==> src/core/audio_dma_pkg.sv <==
package audio_dma_pkg;
  localparam int ADDR_W = 32;
  localparam int DATA_W = 32;
  localparam int BE_W = 4;
  localparam int FIFO_W = 36;
  localparam int FIFO_DEPTH = 35;
  localparam int FIFO_CNT_W = 6;
  localparam int SAMPLE_W = 16;
  localparam int CNT_W = 12;

  // Instruction word layout.
  localparam int OP_MSB = 31;
  localparam int OP_LSB = 28;
  localparam int IRQ_BIT = 24;
  localparam int LEN_MSB = 11;
  localparam int LEN_LSB = 0;

  // Opcodes.
  localparam logic [3:0] OP_WRITE = 4'h1;
  localparam logic [3:0] OP_JUMP = 4'h7;
  localparam logic [3:0] OP_STOP = 4'hF;

  // Packing lanes and byte enables.
  localparam logic [1:0] LANE_FIRST = 2'h0;
  localparam logic [1:0] LANE_LAST8 = 2'h3;
  localparam logic [1:0] LANE_LAST16 = 2'h1;
  localparam logic [BE_W-1:0] BE_ALL = 4'hF;
  localparam logic [ADDR_W-1:0] WORD_STEP = 32'h0000_0004;

  localparam logic [ADDR_W-1:0] ADDR_RST = 32'h0000_0000;
  localparam logic [DATA_W-1:0] DATA_RST = 32'h0000_0000;
  localparam logic [CNT_W-1:0] CNT_ZERO = 12'h000;
  localparam logic [CNT_W-1:0] CNT_ONE = 12'h001;

  typedef enum logic [2:0] {
    ST_IDLE  = 3'h0,
    ST_FETCH = 3'h1,
    ST_ARG   = 3'h3,
    ST_WRITE = 3'h2,
    ST_HALT  = 3'h6
  } seq_state_e;
endpackage

==> src/core/audio_capture_dma.sv <==
// Notes on behaviour
// - Samples are eight or sixteen bits wide and packed into 32-bit words.
// - The initiator follows its own instruction list fetched from host memory.
// - Audio flow and fetching never wait on any video activity.
// - Samples stream continuously with no sync gaps inserted.
// - Packed write instructions move a count of words to a target address.
// - One 35 by 36 FIFO with a 6-bit word counter buffers data.
// - Retries on this initiator are handled here, independent of video.
// - Same initiator interface as video, with interrupt support.
// - All control state lives in the bus clock domain; bus addresses and data are 32-bit wide.
// - The register target never signals disconnect or retry.
// - Target provides interrupts and bus parity error checking.
`timescale 1ns/1ps
module audio_capture_dma (
  input wire logic clk_i,
  input wire logic resetn_i,
  input wire logic run_i,
  input wire logic [31:0] list_addr_i,
  input wire logic wide_i,
  input wire logic sample_valid_i,
  input wire logic [15:0] sample_i,
  input wire logic irq_en_i,
  input wire logic status_clr_i,
  input wire logic tgt_valid_i,
  input wire logic [31:0] tgt_data_i,
  input wire logic tgt_par_i,
  input wire logic mem_gnt_i,
  input wire logic mem_retry_i,
  input wire logic mem_rvalid_i,
  input wire logic [31:0] mem_rdata_i,
  output logic mem_req_o,
  output logic mem_we_o,
  output logic [31:0] mem_addr_o,
  output logic [31:0] mem_wdata_o,
  output logic [3:0] mem_be_o,
  output logic [5:0] fifo_words_o,
  output logic overrun_o,
  output logic list_irq_o,
  output logic list_err_o,
  output logic parity_err_o,
  output logic irq_o,
  output logic halted_o,
  output logic tgt_stop_o
);
  localparam int AW = audio_dma_pkg::ADDR_W;
  localparam int DW = audio_dma_pkg::DATA_W;
  localparam int CW = audio_dma_pkg::CNT_W;

  audio_dma_pkg::seq_state_e state_q;
  logic [AW-1:0] pc_q;
  logic [AW-1:0] dest_q;
  logic [CW-1:0] left_q;
  logic [3:0] op_q;
  logic rd_wait_q;
  logic [DW-1:0] pack_q;
  logic [1:0] lane_q;
  logic push;
  logic [audio_dma_pkg::FIFO_W-1:0] push_data;
  logic [audio_dma_pkg::FIFO_W-1:0] head;
  logic fifo_full;
  logic fifo_empty;
  logic [5:0] fifo_cnt;
  logic accepted;
  logic issue_read;
  logic issue_write;
  logic [DW-1:0] word_next;
  logic word_done;
  logic set_overrun;
  logic set_list_irq;
  logic set_list_err;
  logic set_parity;
  logic [3:0] fetched_op;

  function automatic logic [AW-1:0] next_word(input logic [AW-1:0] a);
    next_word = a + audio_dma_pkg::WORD_STEP;
  endfunction

  // Bus parity covers the data word and the parity bit, even in total.
  function automatic logic parity_bad(input logic [DW-1:0] d,
                                      input logic p);
    parity_bad = ^{d, p};
  endfunction

  // Sample packer, low lanes first; it never stalls the sample source.
  always_comb begin
    word_next = pack_q;
    if (wide_i) begin
      if (lane_q == audio_dma_pkg::LANE_FIRST) begin
        word_next[15:0] = sample_i;
      end else begin
        word_next[31:16] = sample_i;
      end
    end else begin
      case (lane_q)
        2'h0: word_next[7:0] = sample_i[7:0];
        2'h1: word_next[15:8] = sample_i[7:0];
        2'h2: word_next[23:16] = sample_i[7:0];
        default: word_next[31:24] = sample_i[7:0];
      endcase
    end
  end

  assign word_done = sample_valid_i && run_i &&
    (wide_i ? (lane_q == audio_dma_pkg::LANE_LAST16)
            : (lane_q == audio_dma_pkg::LANE_LAST8));
  assign push = word_done && !fifo_full;
  assign push_data = {audio_dma_pkg::BE_ALL, word_next};
  // A full FIFO refuses the word even if a pop frees a slot in that cycle;
  // the count logic stays simple at the price of that one word.
  assign set_overrun = word_done && fifo_full;

  always_ff @(posedge clk_i or negedge resetn_i) begin
    if (!resetn_i) begin
      pack_q <= audio_dma_pkg::DATA_RST;
      lane_q <= audio_dma_pkg::LANE_FIRST;
    end else if (!run_i) begin
      // A partial word is dropped when capture stops.
      lane_q <= audio_dma_pkg::LANE_FIRST;
    end else if (sample_valid_i) begin
      pack_q <= word_next;
      lane_q <= word_done ? audio_dma_pkg::LANE_FIRST : lane_q + 2'h1;
    end
  end

  audio_word_fifo #(
    .WIDTH(audio_dma_pkg::FIFO_W),
    .DEPTH(audio_dma_pkg::FIFO_DEPTH),
    .CW(audio_dma_pkg::FIFO_CNT_W)
  ) u_fifo (
    .clk_i(clk_i),
    .resetn_i(resetn_i),
    .push_i(push),
    .data_i(push_data),
    .pop_i(issue_write),
    .data_o(head),
    .full_o(fifo_full),
    .empty_o(fifo_empty),
    .count_o(fifo_cnt)
  );

  // A retried request simply stays up; no video state is consulted.
  assign accepted = mem_req_o && mem_gnt_i && !mem_retry_i;
  // A fetch waits until the previous read data has gone by, so only one
  // read is ever outstanding and the returning data needs no tag.
  assign issue_read = ((state_q == audio_dma_pkg::ST_FETCH) ||
                       (state_q == audio_dma_pkg::ST_ARG)) &&
                      run_i && !mem_req_o && !rd_wait_q &&
                      !mem_rvalid_i;
  // A write goes out only with a word already buffered, so a slow sample
  // source leaves the bus idle instead of writing stale data.
  assign issue_write = (state_q == audio_dma_pkg::ST_WRITE) && run_i &&
                       !mem_req_o && !fifo_empty &&
                       (left_q != audio_dma_pkg::CNT_ZERO);
  assign fetched_op = mem_rdata_i[audio_dma_pkg::OP_MSB:
                                  audio_dma_pkg::OP_LSB];
  assign set_list_irq = mem_rvalid_i && rd_wait_q &&
                        (state_q == audio_dma_pkg::ST_FETCH) &&
                        (fetched_op == audio_dma_pkg::OP_STOP ||
                         mem_rdata_i[audio_dma_pkg::IRQ_BIT]);
  assign set_list_err = mem_rvalid_i && rd_wait_q &&
                        (state_q == audio_dma_pkg::ST_FETCH) &&
                        (fetched_op != audio_dma_pkg::OP_WRITE) &&
                        (fetched_op != audio_dma_pkg::OP_JUMP) &&
                        (fetched_op != audio_dma_pkg::OP_STOP);
  assign set_parity = tgt_valid_i && parity_bad(tgt_data_i, tgt_par_i);

  always_ff @(posedge clk_i or negedge resetn_i) begin
    if (!resetn_i) begin
      mem_req_o <= 1'b0;
      mem_we_o <= 1'b0;
      mem_addr_o <= audio_dma_pkg::ADDR_RST;
      mem_wdata_o <= audio_dma_pkg::DATA_RST;
      mem_be_o <= '0;
    end else if (issue_write) begin
      mem_req_o <= 1'b1;
      mem_we_o <= 1'b1;
      mem_addr_o <= dest_q;
      mem_wdata_o <= head[DW-1:0];
      mem_be_o <= head[audio_dma_pkg::FIFO_W-1:DW];
    end else if (issue_read) begin
      mem_req_o <= 1'b1;
      mem_we_o <= 1'b0;
      mem_addr_o <= pc_q;
      mem_be_o <= audio_dma_pkg::BE_ALL;
    end else if (accepted) begin
      mem_req_o <= 1'b0;
    end
  end

  always_ff @(posedge clk_i or negedge resetn_i) begin
    if (!resetn_i) begin
      rd_wait_q <= 1'b0;
    end else if (accepted && !mem_we_o) begin
      rd_wait_q <= 1'b1;
    end else if (mem_rvalid_i) begin
      rd_wait_q <= 1'b0;
    end
  end

  // Instruction sequencer.
  always_ff @(posedge clk_i or negedge resetn_i) begin
    if (!resetn_i) begin
      state_q <= audio_dma_pkg::ST_IDLE;
      pc_q <= audio_dma_pkg::ADDR_RST;
      dest_q <= audio_dma_pkg::ADDR_RST;
      left_q <= audio_dma_pkg::CNT_ZERO;
      op_q <= '0;
    end else if (!run_i) begin
      // Stopping waits for any access in flight, so late read data is
      // never taken as the first word of a new list.
      if (!mem_req_o && !rd_wait_q) begin
        state_q <= audio_dma_pkg::ST_IDLE;
      end
    end else begin
      case (state_q)
        audio_dma_pkg::ST_IDLE: begin
          pc_q <= list_addr_i;
          state_q <= audio_dma_pkg::ST_FETCH;
        end
        audio_dma_pkg::ST_FETCH: begin
          if (mem_rvalid_i && rd_wait_q) begin
            pc_q <= next_word(pc_q);
            op_q <= fetched_op;
            left_q <= mem_rdata_i[audio_dma_pkg::LEN_MSB:
                                  audio_dma_pkg::LEN_LSB];
            if (fetched_op == audio_dma_pkg::OP_WRITE ||
                fetched_op == audio_dma_pkg::OP_JUMP) begin
              state_q <= audio_dma_pkg::ST_ARG;
            end else begin
              state_q <= audio_dma_pkg::ST_HALT;
            end
          end
        end
        audio_dma_pkg::ST_ARG: begin
          if (mem_rvalid_i && rd_wait_q) begin
            if (op_q == audio_dma_pkg::OP_JUMP) begin
              pc_q <= mem_rdata_i;
              state_q <= audio_dma_pkg::ST_FETCH;
            end else begin
              pc_q <= next_word(pc_q);
              dest_q <= mem_rdata_i;
              state_q <= (left_q == audio_dma_pkg::CNT_ZERO) ?
                         audio_dma_pkg::ST_FETCH : audio_dma_pkg::ST_WRITE;
            end
          end
        end
        audio_dma_pkg::ST_WRITE: begin
          if (accepted && mem_we_o) begin
            dest_q <= next_word(dest_q);
            left_q <= left_q - audio_dma_pkg::CNT_ONE;
            if (left_q == audio_dma_pkg::CNT_ONE) begin
              state_q <= audio_dma_pkg::ST_FETCH;
            end
          end
        end
        // The halt is left only through run_i going low, so software sees
        // the stop and restarts the list on purpose.
        default: begin
          state_q <= audio_dma_pkg::ST_HALT;
        end
      endcase
    end
  end

  // Sticky status: a new event in the clearing cycle wins over the clear.
  always_ff @(posedge clk_i or negedge resetn_i) begin
    if (!resetn_i) begin
      overrun_o <= 1'b0;
      list_irq_o <= 1'b0;
      list_err_o <= 1'b0;
      parity_err_o <= 1'b0;
    end else begin
      overrun_o <= set_overrun || (overrun_o && !status_clr_i);
      list_irq_o <= set_list_irq || (list_irq_o && !status_clr_i);
      list_err_o <= set_list_err || (list_err_o && !status_clr_i);
      parity_err_o <= set_parity || (parity_err_o && !status_clr_i);
    end
  end

  always_ff @(posedge clk_i or negedge resetn_i) begin
    if (!resetn_i) begin
      irq_o <= 1'b0;
    end else begin
      irq_o <= irq_en_i && (set_overrun || set_list_irq || set_list_err ||
               set_parity ||
               ((overrun_o || list_irq_o || list_err_o || parity_err_o) &&
                !status_clr_i));
    end
  end

  // Everything is local to the bus clock, so the target can always
  // finish an access and has no reason to stop it.
  always_ff @(posedge clk_i or negedge resetn_i) begin
    if (!resetn_i) begin
      tgt_stop_o <= 1'b0;
      halted_o <= 1'b0;
      fifo_words_o <= '0;
    end else begin
      tgt_stop_o <= 1'b0;
      halted_o <= (state_q == audio_dma_pkg::ST_HALT);
      fifo_words_o <= fifo_cnt;
    end
  end
endmodule

==> src/core/audio_word_fifo.sv <==
`timescale 1ns/1ps
module audio_word_fifo #(
  parameter int WIDTH = audio_dma_pkg::FIFO_W,
  parameter int DEPTH = audio_dma_pkg::FIFO_DEPTH,
  parameter int CW = audio_dma_pkg::FIFO_CNT_W
) (
  input wire logic clk_i,
  input wire logic resetn_i,
  input wire logic push_i,
  input wire logic [WIDTH-1:0] data_i,
  input wire logic pop_i,
  output logic [WIDTH-1:0] data_o,
  output logic full_o,
  output logic empty_o,
  output logic [CW-1:0] count_o
);
  localparam logic [CW-1:0] LAST = CW'(DEPTH - 1);
  localparam logic [CW-1:0] ZERO = '0;
  localparam logic [CW-1:0] ONE = CW'(1);
  localparam logic [CW-1:0] FULLC = CW'(DEPTH);

  logic [WIDTH-1:0] mem_q [DEPTH];
  logic [CW-1:0] wr_q;
  logic [CW-1:0] rd_q;
  logic [CW-1:0] cnt_q;
  logic do_push;
  logic do_pop;

  // Pointers wrap at the depth, which need not be a power of two.
  function automatic logic [CW-1:0] wrap_inc(input logic [CW-1:0] p);
    wrap_inc = (p == LAST) ? ZERO : p + ONE;
  endfunction

  assign do_push = push_i && (cnt_q != FULLC);
  assign do_pop = pop_i && (cnt_q != ZERO);
  assign data_o = mem_q[rd_q];
  assign full_o = (cnt_q == FULLC);
  assign empty_o = (cnt_q == ZERO);
  assign count_o = cnt_q;

  always_ff @(posedge clk_i) begin
    if (do_push) begin
      mem_q[wr_q] <= data_i;
    end
  end

  always_ff @(posedge clk_i or negedge resetn_i) begin
    if (!resetn_i) begin
      wr_q <= ZERO;
      rd_q <= ZERO;
    end else begin
      if (do_push) begin
        wr_q <= wrap_inc(wr_q);
      end
      if (do_pop) begin
        rd_q <= wrap_inc(rd_q);
      end
    end
  end

  always_ff @(posedge clk_i or negedge resetn_i) begin
    if (!resetn_i) begin
      cnt_q <= ZERO;
    end else if (do_push && !do_pop) begin
      cnt_q <= cnt_q + ONE;
    end else if (do_pop && !do_push) begin
      cnt_q <= cnt_q - ONE;
    end
  end
endmodule

==> config.mk <==
export PLATFORM = sky130hd
export DESIGN_NAME = audio_capture_dma
export DESIGN_NICKNAME = d
export VERILOG_FILES = /design/src/core/audio_dma_pkg.sv /design/src/core/audio_capture_dma.sv /design/src/core/audio_word_fifo.sv
export SDC_FILE = /design/constraint.sdc
export NUM_CORES = 2
export LEC_CHECK = 0
export ABC_AREA = 0
export BUFFER_PORTS_ARGS = -buffer_cell sky130_fd_sc_hd__buf_2
export CAP_MARGIN = 0
export CELL_PAD_IN_SITES_DETAIL_PLACEMENT = 1
export CELL_PAD_IN_SITES_GLOBAL_PLACEMENT = 1
export CORE_ASPECT_RATIO = 2
export CORE_MARGIN = 1.5
export CORE_UTILIZATION = 40
export CTS_CLUSTER_DIAMETER = 60
export DETAILED_ROUTE_END_ITERATION = 16
export PLACE_DENSITY = 0.7
export SLEW_MARGIN = 20
export SYNTH_ARGS = -nofsm -noshare
export SYNTH_HDL_FRONTEND = slang
export SYNTH_SLANG_ARGS = --single-unit
==> constraint.sdc <==
create_clock -name clk_i -period 4.5 [get_ports clk_i]
set_input_delay 0.45 -clock clk_i [delete_from_list [all_inputs] [get_ports clk_i]]
set_output_delay 0.45 -clock clk_i [all_outputs]
set_load 0.01 [all_outputs]
==> out/results.ini <==
[outcome]
outcome=finished, final reports clean

[place]
io_buffers=205
placed_area_sq_um=59000
gp_congestion=0.858
place_hpwl_um=103000

[clock_tree]
cts_setup_buffers=0
numCtsBuffers=112
clk_pin_slew_ns=0.07
cts.sinks=1335
cts_root_buffer=clkbuf_16
cts_tree=built
htreeDepth=3
clk_latency_ns=0.79
ctsLongestPathBuffers=3

[synth]
synth_compound_area_share_pct=5.50
synth_top_family_by_area=multiplexers
seq_area_frac_synth_pct=71.1
synth-xor-area-share_pct=0.888
synth_largest_area_cell=edfxtp_1
synth_edf_count=1120
syn_avg_cell_area_sq_um=17.4
synth_area_leaders=edfxtp_1 (61%), mux4_2 (12%), dfrtp_1 (9.8%), mux2_2 (2.0%), mux2i_1 (1.8%)
synthesis.nets=3304
synthesis.area_sq_um=54800
synth_seq_cells=1335
ys_async_sr_fraction_pct=16.1
synthMuxAreaShare_pct=15.3
synth_top_cell_area_share_pct=61.3
synth-main-ff-cell=edfxtp_1
yosys.area_share.simple_pct=4.85
synth-adder-area-share_pct=0.470
synth_cell_type_count=76
synth_cells=3160
ys.warnings.count=0

[timing]
finalHoldViolCount=0
relSlewSlack_pct=21.9
period_needed_ns=3.81
tightest_slew_ns=1.17
max_freq_mhz=263
maxSlewViolCount=0
rsz0062_at_grt=no
finalSetupViolCount=0
fin_tns_setup_ns=0
period_share_pct=84.6
clock_skew_ns=0.0592

[cells_and_area]
layout_common_cells=edfxtp_1 (1120), mux4_2 (280), nand2_1 (234), dfrtp_1 (210), buf_2 (204)
nNetsFinal=3580
utilization_pct=46.4
layout-area-overhead-vs-synth_pct=15.5
layout_commonest_cell=edfxtp_1
fin_area_sq_um=63300
drive_gt1_share_pct=27.4

[critical_path]
cpMaxStageDelayCell=dfrtp_1
start_kind=register
path_cells=inv_1 -> ha_1 -> buf_4 -> mux2_2 -> o211ai_1 -> buf_4 -> inv_1 -> ha_1 -> inv_1 -> ha_1 -> a21oi_1 -> a21boi_0 -> o21a_1 -> or3_1 -> a21oi_1 -> xor2_1
crit_buf_inv=5
worstPathArrival_ns=4.47
worstSetupPathType=register to register
cpPeakStageDelay_ns=0.42
path_max_fanout=17
endpoint_kind=register
cp_top_family=buffers and inverters
critPathRequiredTime_ns=5.17

[floorplanning]
initial_core_util_pct=40.2
core-area_sq_um=136000
chipHeight_um=527
rows=192
die_x_um=265
io_pins=207
dieArea_sq_um=139000

[route]
wl_um=163000
drc=0
drt_iter0_drc=2819
post_drt_via_cell_ratio=5.93
first_pass_iters=5
ant_nets=0
routedWlPerCell_um=30.9
vias=31300

[global_routing]
antenna_found_initial=2
grt_pass1_wl_um=235000
overflow=0
grt_pass1_vias=33600
globalRouteTotalUtil_pct=23.5
grt_max_degree=85

[power_and_ir_drop]
peakVddDrop_mv=0.414
power_density_nw_per_um2=567
p_leak_nw=21.3

[run]
drv_cap=0

[min_path]
hp-class=input port to register

## synthesized netlist by cell type (7+ instances only)
master     count
o22ai_1       16
o211ai_1      28
mux4_2       280
xnor2_1       36
o21a_1         7
a21oi_1      124
clkbuf_1     119
nor2b_1       23
inv_1         34
buf_4         17
o21ai_1       25
nand2b_1      26
a221oi_1       7
and2_1        10
nand2_1      234
a31oi_1       16
nand4_1       14
ha_1          19
a311oi_1      10
o21ai_0       95
nand3_1       46
o22a_1         8
nor2_1       117
and4_1         7
a22oi_1       44
nor4_1         7
mux2i_1       99
dfrtp_1      215
nor3_1        22
buf_1         29
or3_1         14
and3_1        13
xor2_1        17
edfxtp_1    1120
a211oi_1      32
buf_2         30
mux2_2        98
a2bb2oi_1     16
## registers in the layout (all words and copies together) (netlist names), 2 cells and up
signal / flops
dest_q: 32
fifo_words_o: 6
lane_q: 2
left_q: 12
mem_addr_o: 32
mem_wdata_o: 32
op_q: 4
pack_q: 32
pc_q: 32
state_q: 3
u_fifo.count_o: 6
u_fifo.mem_q: 1120
u_fifo.rd_q: 6
u_fifo.wr_q: 6
## where the power goes
part | switching (mW) | internal, mW | total, mW
Combinational | 5.21 | 4.18 | 9.39
Clock | 4.72 | 5.79 | 10.5
Sequential | 1.12 | 14.9 | 16.0
## cell type report
| type | count | area (sq um) |
|---|---|---|
| Antenna cell | 2 | 5.00 |
| Clock buffer | 143 | 3040 |
| Clock inverter | 70 | 973 |
| Fill cell | 13000 | 73100 |
| Inverter | 35 | 134 |
| Multi-Input combinational cell | 1592 | 15200 |
| Sequential cell | 1335 | 39000 |
| Tap cell | 1746 | 2180 |
| Timing Repair Buffer | 360 | 2770 |
## per-stage QoR
| stage | setup WS (ns) | power [mW] | std cells | hold slack (ns) |
|---|---|---|---|---|
| 6_report | 0.691 | 35.9 | 5283 | 0.0318 |
| 4_1_cts | 0.676 | 36.2 | 5281 | 0.00181 |
| 3_3_place_gp | 0.723 | 25.4 | 5037 | 0.420 |
| 3_5_place_dp | 0.721 | 25.7 | 5037 | 0.444 |
| 5_1_grt | 0.340 | 37.2 | 5282 | 0.0263 |
| 2_1_floorplan | 1.01 | 22.3 | 3160 | 0.154 |
## tightest hold or removal path, stage by stage
cell and delay, ns:
buf_2 0.08, a21oi_1 0.06, o21ai_0 0.17
## path summary, 6_finish.rpt
check	start	endpoint	slack, ns	cells past startpoint
worst max-delay path	lane_q[1]	u_fifo.count_o[5]	0.69	16
min in group asynchronous	resetn_i	mem_addr_o[11]	0.32	2
worst max register to register	lane_q[1]	u_fifo.count_o[5]	0.69	16
worst min register to register	u_fifo.count_o[3]	fifo_words_o[3]	0.46	0
max in group asynchronous	resetn_i	u_fifo.rd_q[0]	2.90	3
worst min-delay path	list_addr_i[9]	pc_q[9]	0.03	3
## metal layers
layer	track usage [%]	part of all wire, %	up-vias
li1	-	-	13100
met1	26.0	35	16700
met2	43.9	55	1188
met5	0	0	-
met4	11.8	5.0	0
met3	2.77	4.9	383
## repair_timing
action,in CTS,in global routing
resized for setup,0,0
endpoints found under the setup margin,0,0
hold endpoints to repair,111,0
hold buffers,31,0
## logic make-up after synthesis
group	after synthesis
flops	1335
simple gates	565
buf+inv	233
xor+xnor	54
compound gates	475
other cells	1
fa+ha+maj	20
mux	477
No activity file was read; power rests on OpenSTA's default activity.
